[config.mk]
export PLATFORM = sky130hd
export DESIGN_NAME = bal_core
export DESIGN_NICKNAME = d
export VERILOG_FILES = /design/src/bal_pkg.sv /design/src/bal_alu_if.sv /design/src/bal_core.sv /design/src/bal_alu.sv
export VERILOG_INCLUDE_DIRS = /design/src
export SDC_FILE = /design/constraint.sdc
export NUM_CORES = 1
export LEC_CHECK = 0
export BUFFER_PORTS_ARGS = -buffer_cell sky130_fd_sc_hd__buf_2
export CAP_MARGIN = 0
export CORE_MARGIN = 2
export CORE_UTILIZATION = 50
export CTS_CLUSTER_DIAMETER = 200
export DETAILED_ROUTE_END_ITERATION = 8
export PLACE_DENSITY = 0.71
export RECOVER_POWER = 100
export SLEW_MARGIN = 20
export SYNTH_ARGS = -nofsm -noshare
export SYNTH_HDL_FRONTEND = slang
export SYNTH_SLANG_ARGS = --single-unit
export TNS_END_PERCENT = 100
[constraint.sdc]
create_clock -name mclk -period 4.05 [get_ports mclk]
set_input_delay 0.405 -clock mclk [delete_from_list [all_inputs] [get_ports mclk]]
set_output_delay 0.405 -clock mclk [all_outputs]
set_load 0.02 [all_outputs]
[src/bal_defines.svh]
// constants for the byte alu and port operations slice
`ifndef BAL_DEFINES_SVH
`define BAL_DEFINES_SVH
`define BAL_OPC6_ADD_FILE 6'h07
`define BAL_OPC6_AND_FILE 6'h05
`define BAL_OPC4_AND_LIT 4'hE
`define BAL_DIRLOAD_HIGH 9'h000
`define BAL_ADDR_TIMER 5'h01
`define BAL_ADDR_PORT0 5'h05
`define BAL_D_BIT 5
`define BAL_DIGIT_BIT 4
`define BAL_ACC_RST 8'h00
`define BAL_LOAD_PORT_DIRECTION_RST 8'hFF
`define BAL_LATCH_RST 8'h00
`endif

[src/bal_pkg.sv]
// types shared by the byte alu and port operations slice
package bal_pkg;
  typedef enum logic [2:0] {
    BAL_OP_NONE  = 3'b000,
    BAL_OP_ADD_FILE = 3'b001,
    BAL_OP_AND_FILE = 3'b010,
    BAL_OP_AND_LIT = 3'b011,
    BAL_OP_DIR_LOAD = 3'b100
  } bal_op_t;
  typedef enum logic {
    BAL_ALU_ADD = 1'b0,
    BAL_ALU_AND = 1'b1
  } bal_alu_t;
endpackage : bal_pkg

[src/bal_alu_if.sv]
// operand and result bundle between the core and its alu
`timescale 1ns/1ns
interface bal_alu_if
  import bal_pkg::*;
  ();
  logic [7:0] opA;
  logic [7:0] opB;
  bal_alu_t func;
  logic [7:0] result;
  logic carry;
  logic digitCarry;
  logic zero;
  modport core (output opA, output opB, output func, input result, input carry,
    input digitCarry, input zero);
  modport alu (input opA, input opB, input func, output result, output carry,
    output digitCarry, output zero);
endinterface : bal_alu_if

[src/bal_core.sv]
// execution slice: add with file, and with file or literal, port direction load
// Overview of operation
// - a port operand is taken from the synchronised pin levels, never the latch
// - load-port-direction with 5, 6 or 7 copies accumulator into that port's latch
// - a one in a direction latch turns that pin's output buffer off
// - writing timer count register with destination file clears an assigned prescaler
// - destination bit zero writes accumulator, one writes the addressed file register
// - and-with-file ands accumulator with file, routes by destination, sets zero only
// - and-with-literal ands accumulator with literal into accumulator, sets zero only
`timescale 1ns/1ns
`include "bal_defines.svh"
module bal_core
  import bal_pkg::*;
  #(
  parameter int NUM_PORTS = 3
) (
  input wire logic mclk,
  input wire logic arst_n,
  input wire logic instrValid,
  input wire logic [11:0] instr,
  input wire logic [NUM_PORTS-1:0][7:0] pinIn,
  input wire logic [7:0] timerCount,
  input wire logic prescAssigned,
  output logic [7:0] accum_reg,
  output logic carry_reg,
  output logic digitCarry_reg,
  output logic zero_reg,
  output logic [NUM_PORTS-1:0][7:0] portOut_reg,
  output logic [NUM_PORTS-1:0][7:0] portOe_reg,
  output logic timerWrEn_reg,
  output logic [7:0] timerWrData_reg,
  output logic prescClr_reg
);
  localparam logic [4:0] PORT_LAST = 5'(`BAL_ADDR_PORT0 + NUM_PORTS - 1);

  generate
    if (NUM_PORTS < 1 || NUM_PORTS > 3)
    begin : g_bad_ports
      $error("bal_core: NUM_PORTS must be 1 to 3");
    end
  endgenerate

  function automatic logic isPortAddr(input logic [4:0] a);
    isPortAddr = (a >= `BAL_ADDR_PORT0) && (a <= PORT_LAST);
  endfunction : isPortAddr

  function automatic bal_op_t decodeOp(input logic [11:0] w);
    if (w[11:6] == `BAL_OPC6_ADD_FILE)
      decodeOp = BAL_OP_ADD_FILE;
    else if (w[11:6] == `BAL_OPC6_AND_FILE)
      decodeOp = BAL_OP_AND_FILE;
    else if (w[11:8] == `BAL_OPC4_AND_LIT)
      decodeOp = BAL_OP_AND_LIT;
    else if (w[11:3] == `BAL_DIRLOAD_HIGH && isPortAddr({2'b00, w[2:0]}))
      decodeOp = BAL_OP_DIR_LOAD;
    else
      decodeOp = BAL_OP_NONE;
  endfunction : decodeOp

  bal_alu_if aluBus ();
  bal_alu u_alu (
    .bus(aluBus.alu)
  );

  bal_op_t op;
  logic [4:0] fAddr;
  logic destFile;
  logic [1:0] portIdx;
  logic [1:0] dirIdx;
  logic fileOp;
  logic fileWrite;
  logic timerHit;
  logic prescHit;
  logic [7:0] operand;
  logic [7:0] gprMem [0:31];
  // unpacked so that each sync process owns its own element
  logic [7:0] pinStable_reg [NUM_PORTS];

  assign op = instrValid ? decodeOp(instr) : BAL_OP_NONE;
  assign fAddr = instr[4:0];
  assign destFile = instr[`BAL_D_BIT];
  assign portIdx = 2'(fAddr - `BAL_ADDR_PORT0);
  assign dirIdx = 2'({2'b00, instr[2:0]} - `BAL_ADDR_PORT0);
  assign fileOp = (op == BAL_OP_ADD_FILE) || (op == BAL_OP_AND_FILE);
  assign fileWrite = fileOp && destFile;
  assign timerHit = fileWrite && fAddr == `BAL_ADDR_TIMER;
  assign prescHit = timerHit && prescAssigned;

  // pins cross in through three flops; a bit moves once stages two and three agree
  generate
    for (genvar p = 0; p < NUM_PORTS; p++)
    begin : g_pin_sync
      logic [7:0] s1_reg;
      logic [7:0] s2_reg;
      logic [7:0] s3_reg;
      logic [7:0] agree;
      assign agree = ~(s2_reg ^ s3_reg);
      always_ff @(posedge mclk or negedge arst_n)
      begin
        if (!arst_n)
        begin
          s1_reg <= 8'h00;
          s2_reg <= 8'h00;
          s3_reg <= 8'h00;
          pinStable_reg[p] <= 8'h00;
        end
        else
        begin
          s1_reg <= pinIn[p];
          s2_reg <= s1_reg;
          s3_reg <= s2_reg;
          pinStable_reg[p] <= (s3_reg & agree) | (pinStable_reg[p] & ~agree);
        end
      end
    end
  endgenerate

  // a port reads back its pins, so an input bit held low by the outside returns zero
  always_comb
  begin
    if (fAddr == `BAL_ADDR_TIMER)
      operand = timerCount;
    else if (isPortAddr(fAddr))
      operand = pinStable_reg[portIdx];
    else
      operand = gprMem[fAddr];
  end

  assign aluBus.opA = accum_reg;
  assign aluBus.opB = (op == BAL_OP_AND_LIT) ? instr[7:0] : operand;
  assign aluBus.func = (op == BAL_OP_ADD_FILE) ? BAL_ALU_ADD : BAL_ALU_AND;

  // accumulator and flags; and-type ops leave carry and digit carry alone
  always_ff @(posedge mclk or negedge arst_n)
  begin
    if (!arst_n)
    begin
      accum_reg <= `BAL_ACC_RST;
      carry_reg <= 1'b0;
      digitCarry_reg <= 1'b0;
      zero_reg <= 1'b0;
    end
    else
    begin
      if ((fileOp && !destFile) || op == BAL_OP_AND_LIT)
        accum_reg <= aluBus.result;
      if (fileOp || op == BAL_OP_AND_LIT)
        zero_reg <= aluBus.zero;
      if (op == BAL_OP_ADD_FILE)
      begin
        carry_reg <= aluBus.carry;
        digitCarry_reg <= aluBus.digitCarry;
      end
    end
  end

  // general file registers; the special addresses never land here
  always_ff @(posedge mclk)
  begin
    if (fileWrite && fAddr != `BAL_ADDR_TIMER && !isPortAddr(fAddr))
      gprMem[fAddr] <= aluBus.result;
  end

  // output latches and direction latches; enable is kept as its own flop
  always_ff @(posedge mclk or negedge arst_n)
  begin
    if (!arst_n)
    begin
      for (int i = 0; i < NUM_PORTS; i++)
      begin
        portOut_reg[i] <= `BAL_LATCH_RST;
        portOe_reg[i] <= ~`BAL_LOAD_PORT_DIRECTION_RST;
      end
    end
    else
    begin
      if (op == BAL_OP_DIR_LOAD)
        portOe_reg[dirIdx] <= ~accum_reg;
      if (fileWrite && isPortAddr(fAddr))
        portOut_reg[portIdx] <= aluBus.result;
    end
  end

  // timer write and prescaler clear, one cycle pulses
  always_ff @(posedge mclk or negedge arst_n)
  begin
    if (!arst_n)
    begin
      timerWrEn_reg <= 1'b0;
      timerWrData_reg <= 8'h00;
      prescClr_reg <= 1'b0;
    end
    else
    begin
      timerWrEn_reg <= timerHit;
      if (timerHit)
        timerWrData_reg <= aluBus.result;
      prescClr_reg <= prescHit;
    end
  end
endmodule : bal_core

[src/bal_alu.sv]
// combinational add and and unit with flag generation
`timescale 1ns/1ns
`include "bal_defines.svh"
module bal_alu
  import bal_pkg::*;
  (
  bal_alu_if.alu bus
);
  logic [8:0] sum;
  logic [4:0] lowSum;

  always_comb
  begin
    sum = {1'b0, bus.opA} + {1'b0, bus.opB};
    lowSum = {1'b0, bus.opA[3:0]} + {1'b0, bus.opB[3:0]};
    unique case (bus.func)
      BAL_ALU_ADD:
      begin
        bus.result = sum[7:0];
      end
      BAL_ALU_AND:
      begin
        bus.result = bus.opA & bus.opB;
      end
    endcase
    bus.carry = sum[8];
    bus.digitCarry = lowSum[`BAL_DIGIT_BIT];
    bus.zero = (bus.result == 8'h00);
  end
endmodule : bal_alu

After elaboration in Yosys (flattened, before gate mapping)
Memory sizes are Yosys's and may differ from the RTL's.
Cells that the tools add are included.
W data, S select, Z words.
- bits in registers: 165
- bits in latches: 0
- memory bits (writable): 256
- ROM bits: 0
- input port bits: 48
- output and inout bits: 69
- logic and storage cells: 107
- memories kept: 1
- add/sub/neg operators: 4
- multiply operators: 0
- div/mod/pow operators: 0
- order comparisons: 8
- equal/unequal tests: 9
- shift-type cells: 0
- multiplexer cells: 21
- bitwise operators: 21
- reduce and logical (&&, ||, !) cells: 18
- memory list (name ; words ; bits a word ; read ports ; clocked after Yosys merged registers in ; write ports ; RTL line ; text):
    gprMem ; 32 ; 8 ; 1 ; 0 ; 1 ; bal_core.sv:75 ; logic [7:0] gprMem [0:31];
- operators by type and width (cell ; number):
    $and A8 B8 Y8 ; 7
    $mux W8 ; 7
    $not A8 Y8 ; 7
    $bwmux W24 ; 2
    $demux W8 S2 ; 2
    $or A8 B8 Y8 ; 3
    $xor A8 B8 Y8 ; 3
    $bmux W8 S2 ; 1
    $pmux W8 S2 ; 1
    $mux W3 ; 5
    $eq A6 B3 Y1 const B ; 2
    $logic_and A1 B1 Y1 ; 11
    $add A8 B8 Y9 ; 1
    $logic_not A9 Y1 ; 1
    $logic_not A8 Y1 ; 1
    $eq A3 B2 Y1 const B ; 2
    $ge A3 B3 Y1 const B ; 2
    $lt A2 B3 Y1 const B ; 2
    $add A4 B4 Y5 ; 1
    $eq A5 B1 Y1 const B ; 1
    $ge A5 B3 Y1 const B ; 1
    $le A5 B3 Y1 const B ; 1
    $ne A5 B1 Y1 const B ; 1
    $eq A4 B4 Y1 const B ; 1
    other kinds (8) ; 15

Depth between registers and ports, before layout
- word-level depth: 14
- gate-level depth with buffers: 19
- mapped depth without buffers: 16

By module
From an unflattened synthesis, not the netlist that was laid out.
- cell total of the unflattened synthesis: 969
- area, all modules: 16220.6 µm²
- by module, submodules not included (module ; times used ; cells each ; area each (µm²) ; sequential area each (µm²)):
    bal_core ; 1 ; 895 ; 15691.3 ; 11786.3
    bal_alu ; 1 ; 74 ; 529.3 ; 0.0

Worst setup path before layout
No wires, ideal clock.
- kind: input-to-reg
- start: input port instr[0]
- end: memory gprMem[0][6], data pin
- setup time: 0.390 ns
- arrival time: 4.832 ns
- required time: 3.660 ns
- slack: -1.172 ns
- stages on the path: 17
- path buffers: 4
- cells stage by stage: buf_6 buf_2 buf_2 clkinv_1 ha_1 buf_1 mux2_2 a22oi_1 o21ai_0 o22ai_1 a31oi_1 fa_1 a21o_1 a21oi_1 o21a_1 xor2_1 o21ai_1
- word-level cells in the longest chain between the ends: 11
- elaborated cells on any way between the ends: 26
- classes of those cells: 2 x add/sub; 3 x order compare; 3 x eq/ne; 13 x mux; 2 x bitwise; 2 x reduce/logical; 1 x memory
- RTL lines (what ; RTL line ; text):
    from (decl) ; bal_core.sv:20 ; input wire logic [11:0] instr,
    $ge A3 B3 Y1 (no source line) ; n/a ;
    $logic_and A1 B1 Y1 ; bal_core.sv:54 ; else if (w[11:3] == `BAL_DIRLOAD_HIGH && isPortAddr({2'b00, w[2:0]}))
    $mux W3 ; bal_core.sv:54 ;
    $mux W3 ; bal_core.sv:52 ; else if (w[11:8] == `BAL_OPC4_AND_LIT)
    $mux W3 ; bal_core.sv:50 ; else if (w[11:6] == `BAL_OPC6_AND_FILE)
    $mux W3 ; bal_core.sv:48 ; if (w[11:6] == `BAL_OPC6_ADD_FILE)
    $mux W3 ; bal_core.sv:79 ; assign op = instrValid ? decodeOp(instr) : BAL_OP_NONE;
    $eq A3 B2 Y1 ; bal_core.sv:130 ; assign aluBus.opB = (op == BAL_OP_AND_LIT) ? instr[7:0] : operand;
    $mux W8 ; bal_core.sv:130 ;
    $add A8 B8 Y9 or $and A8 B8 Y8 (tied branches) ; bal_alu.sv:14, bal_alu.sv:23 ;
    $pmux W8 S2 (*) ; bal_alu.sv:16 ; unique case (bus.func)
    via aluBus.result[6] ; bal_alu_if.sv:9 ; logic [7:0] result;
    to (decl) ; bal_core.sv:75 ;
The timed path passes the listed nets; every way through them passes the cells marked *. The select of a mux whose other input is x is not followed.

Worst setup path after layout
- start: memory gprMem[4][1]
- end: memory gprMem[28][5], data pin
- word-level cells in the longest chain between the ends: 6
- RTL lines (what ; RTL line ; text):
    $mem_v2 Z32 W8 ; n/a ;
    $mux W8 ; bal_core.sv:123 ; else if (isPortAddr(fAddr))
    $mux W8 ; bal_core.sv:121 ; if (fAddr == `BAL_ADDR_TIMER)
    $mux W8 ; bal_core.sv:130 ;
    $add A8 B8 Y9 ; bal_alu.sv:14 ; sum = {1'b0, bus.opA} + {1'b0, bus.opB};
    $pmux W8 S2 ; bal_alu.sv:16 ;
    via aluBus.result[5] ; bal_alu_if.sv:9 ;
The timed path passes the listed nets, and every way through them passes these cells.

==> impl_metrics.tcl <==
set metrics [dict create \
    netlist_area_mm2 0.01613 \
    irDropWorstVdd_uv 375.3 \
    die_x_um 183.6 \
    synth_top_family_by_area "multiplexers" \
    grt_max_degree 110 \
    io_pins 117 \
    ys_warn_count 0 \
    cts.sink_count 421 \
    synth.most_common_cell "edfxtp_1" \
    htree_levels 2 \
    r2r_slack_ps 140 \
    path_delay_family "compound AO/OA/AOI/OAI gates" \
    ys_types 66 \
    grt_usage_pct 22.44 \
    finalClockSkew_ps 28.79 \
    rsz0062_at_grt "false" \
    yosysSeqAreaShare_pct 73.24 \
    drive_above_1_share_pct 22.66 \
    status "finished with violations" \
    via_per_inst 5.692 \
    drt-pass1-iter-count 6 \
    hpwlAfterDp_um 25440 \
    nNetsFinal 1242 \
    synth_fa_ha_area_share_pct 2.776 \
    synth.area.mux_share_pct 12.48 \
    grt_antenna_before_repair 0 \
    die_h_um 183.6 \
    path_class "flop to flop" \
    synth-seq-cells 421 \
    synth_compound_area_share_pct 4.793 \
    grt_pass1_vias 9295 \
    fmax_mhz 255.5 \
    met2_usage_pct 34.94 \
    io_buffers 116 \
    first_iter_violations 771 \
    crit_path_end_kind "flop" \
    regMostFlops "gprMem" \
    largest_register_ffs 256 \
    insertion_delay_ps 540 \
    syn_to_final_growth_pct 19.77 \
    synth-simple-area-share_pct 4.870 \
    die-area_mm2 0.03372 \
    gr-usage-met1_pct 33.21 \
    required_ps 4410 \
    clkTransAtPathRegs_ps 60 \
    synth_top_area_share_pct 47.65 \
    routedWlPerCell_um 22.75 \
    cts_inserted_buffers 42 \
    grt_remaining_overflow 0 \
    violations "capacitance limit, slew limit" \
    hold_class "input port to flop" \
    final_cell_area_mm2 0.01932 \
    synth_edf_count 256 \
    vias 9170 \
    start_kind "flop" \
    crit_buf_inv 1 \
    path_cells "mux4_2 -> and2_1 -> mux4_2 -> o22ai_1 -> a31oi_1 -> ha_1 -> a211oi_1 -> o21bai_1 -> a21oi_1 -> xor2_1 -> o21ai_4 -> buf_12" \
    core_area_mm2 0.03164 \
    p_leak_nw 7.765 \
    cts_tree "yes" \
    hold_violations 0 \
    avgSynthCellArea_um2 17.54 \
    cp_slowest_cell "mux4_2" \
    initial_core_util_pct 50.99 \
    final_util_pct 61.08 \
    n_antenna_cell 0 \
    totalWireLength_um 36650 \
    power_density_mw_per_mm2 454.9 \
    cp.arrival_ps 4280 \
    crit_fanout 28 \
    finalCritPeriodShare_pct 96.65 \
    cts.path.max_buffers 3 \
    worst_path_largest_cell_delay_ps 490 \
    gp_congestion 0.9241 \
    crit_top_cell "mux4_2" \
    netlist_top_cells_area "edfxtp_1, dfrtp_1, mux4_2" \
    synthesis.instances 920 \
    dpl-instance-area_mm2 0.01804 \
    grt_pass1_wl_um 56300 \
    grt_use_met3_pct 3.011 \
    yosysTopAreaCell "edfxtp_1" \
    busiest_layer "met2" \
    synthFlopType "edfxtp_1" \
    root_buffer "clkbuf_16" \
    ant_nets 0 \
    row_count 65 \
    synth-xor-area-share_pct 0.3257 \
    slew_headroom_pct -78.36 \
    drv_slew 110 \
    maxCapViolations 1 \
    setup_violations 0 \
    worst_pin_slew_ps 2675 \
    async_flop_share_pct 39.19 \
    drc 0 \
    synthTopCellsByCount "edfxtp_1, dfrtp_1, nand2_1" \
    fin_crit_ps 3914 \
]
metrics by stage:
step                      TNS (ps)  power [mW]  setup slack, ps  cells  hold slack, ps
after global placement       -8502       5.173           -107.4   1512           334.0
after floorplan                  0       4.966            19.95    927           109.4
after detailed placement    -13960       5.184           -155.1   1512           334.7
after global routing             0       9.078            13.38   1611           95.98
after CTS                        0       8.863            247.9   1611           7.291
final                            0       8.790            135.8   1611           101.0
power breakdown:
group	total, mW	internal (mW)	switching [mW]
Clock	3.68	2.13	1.55
Sequential	4.64	4.60	0.0395
Combinational	0.475	0.211	0.264
Total	8.79	6.94	1.85
layer usage:
layer | wire length, µm | share of wire, %
met1 | 16070 | 44
met2 | 17320 | 47
met3 | 2209 | 6.0
met4 | 1050 | 2.9
met5 | 0 | 0
worst paths after layout:
check | start | to | depth (start not counted)
hold / removal | prescAssigned | prescClr_reg | 2
min in group asynchronous | arst_n | portOut_reg[13] | 1
setup reg to reg | gprMem[4][1] | gprMem[28][5] | 12
max in group asynchronous | arst_n | async pin | 2
hold reg to reg | g_pin_sync[1].s1_reg[4] | g_pin_sync[1].s2_reg[4] | 0
setup / recovery | gprMem[4][1] | gprMem[28][5] | 12
cell type report:
type | instances | area (µm²)
well taps | 402 | 503.0
flip-flops and latches | 421 | 11820
clock inverters | 13 | 83.83
multi-input cells | 463 | 4153
repair buffers | 242 | 1495
inverters | 8 | 31.28
clock buffers | 62 | 1240
fillers | 2322 | 12310
cell usage in the layout (no fill, tap or decap), drive strengths merged, types with 21 or more instances in the layout:
cell type	count
edfxtp	256
buf	105
maj3	24
mux2	43
o22ai	21
dfrtp	165
nand2	79
clkbuf	175
mux4	62
o21ai	57
nor2	52
dlygate4sd3	24
cell families (layout without fill, tap and decap cells):
group / Yosys count / after routing
AOI/OAI and AO/OA: 122 / 122
xor gates and xnor gates: 6 / 6
adders and majority gates: 40 / 40
buffers and inverters: 43 / 325
DFF: 421 / 421
muxes: 116 / 116
other: 1 / 8
and+or+nand+nor: 171 / 171
what timing repair did:
action / in CTS / in global routing
gates resized for setup: 0 / 0
hold buffers: 24 / 0
endpoints found under the setup margin: 0 / 0
setup buffers: 0 / 0
hold endpoints to repair: 24 / 0
Note: power is estimated with default switching activity, not from simulation.
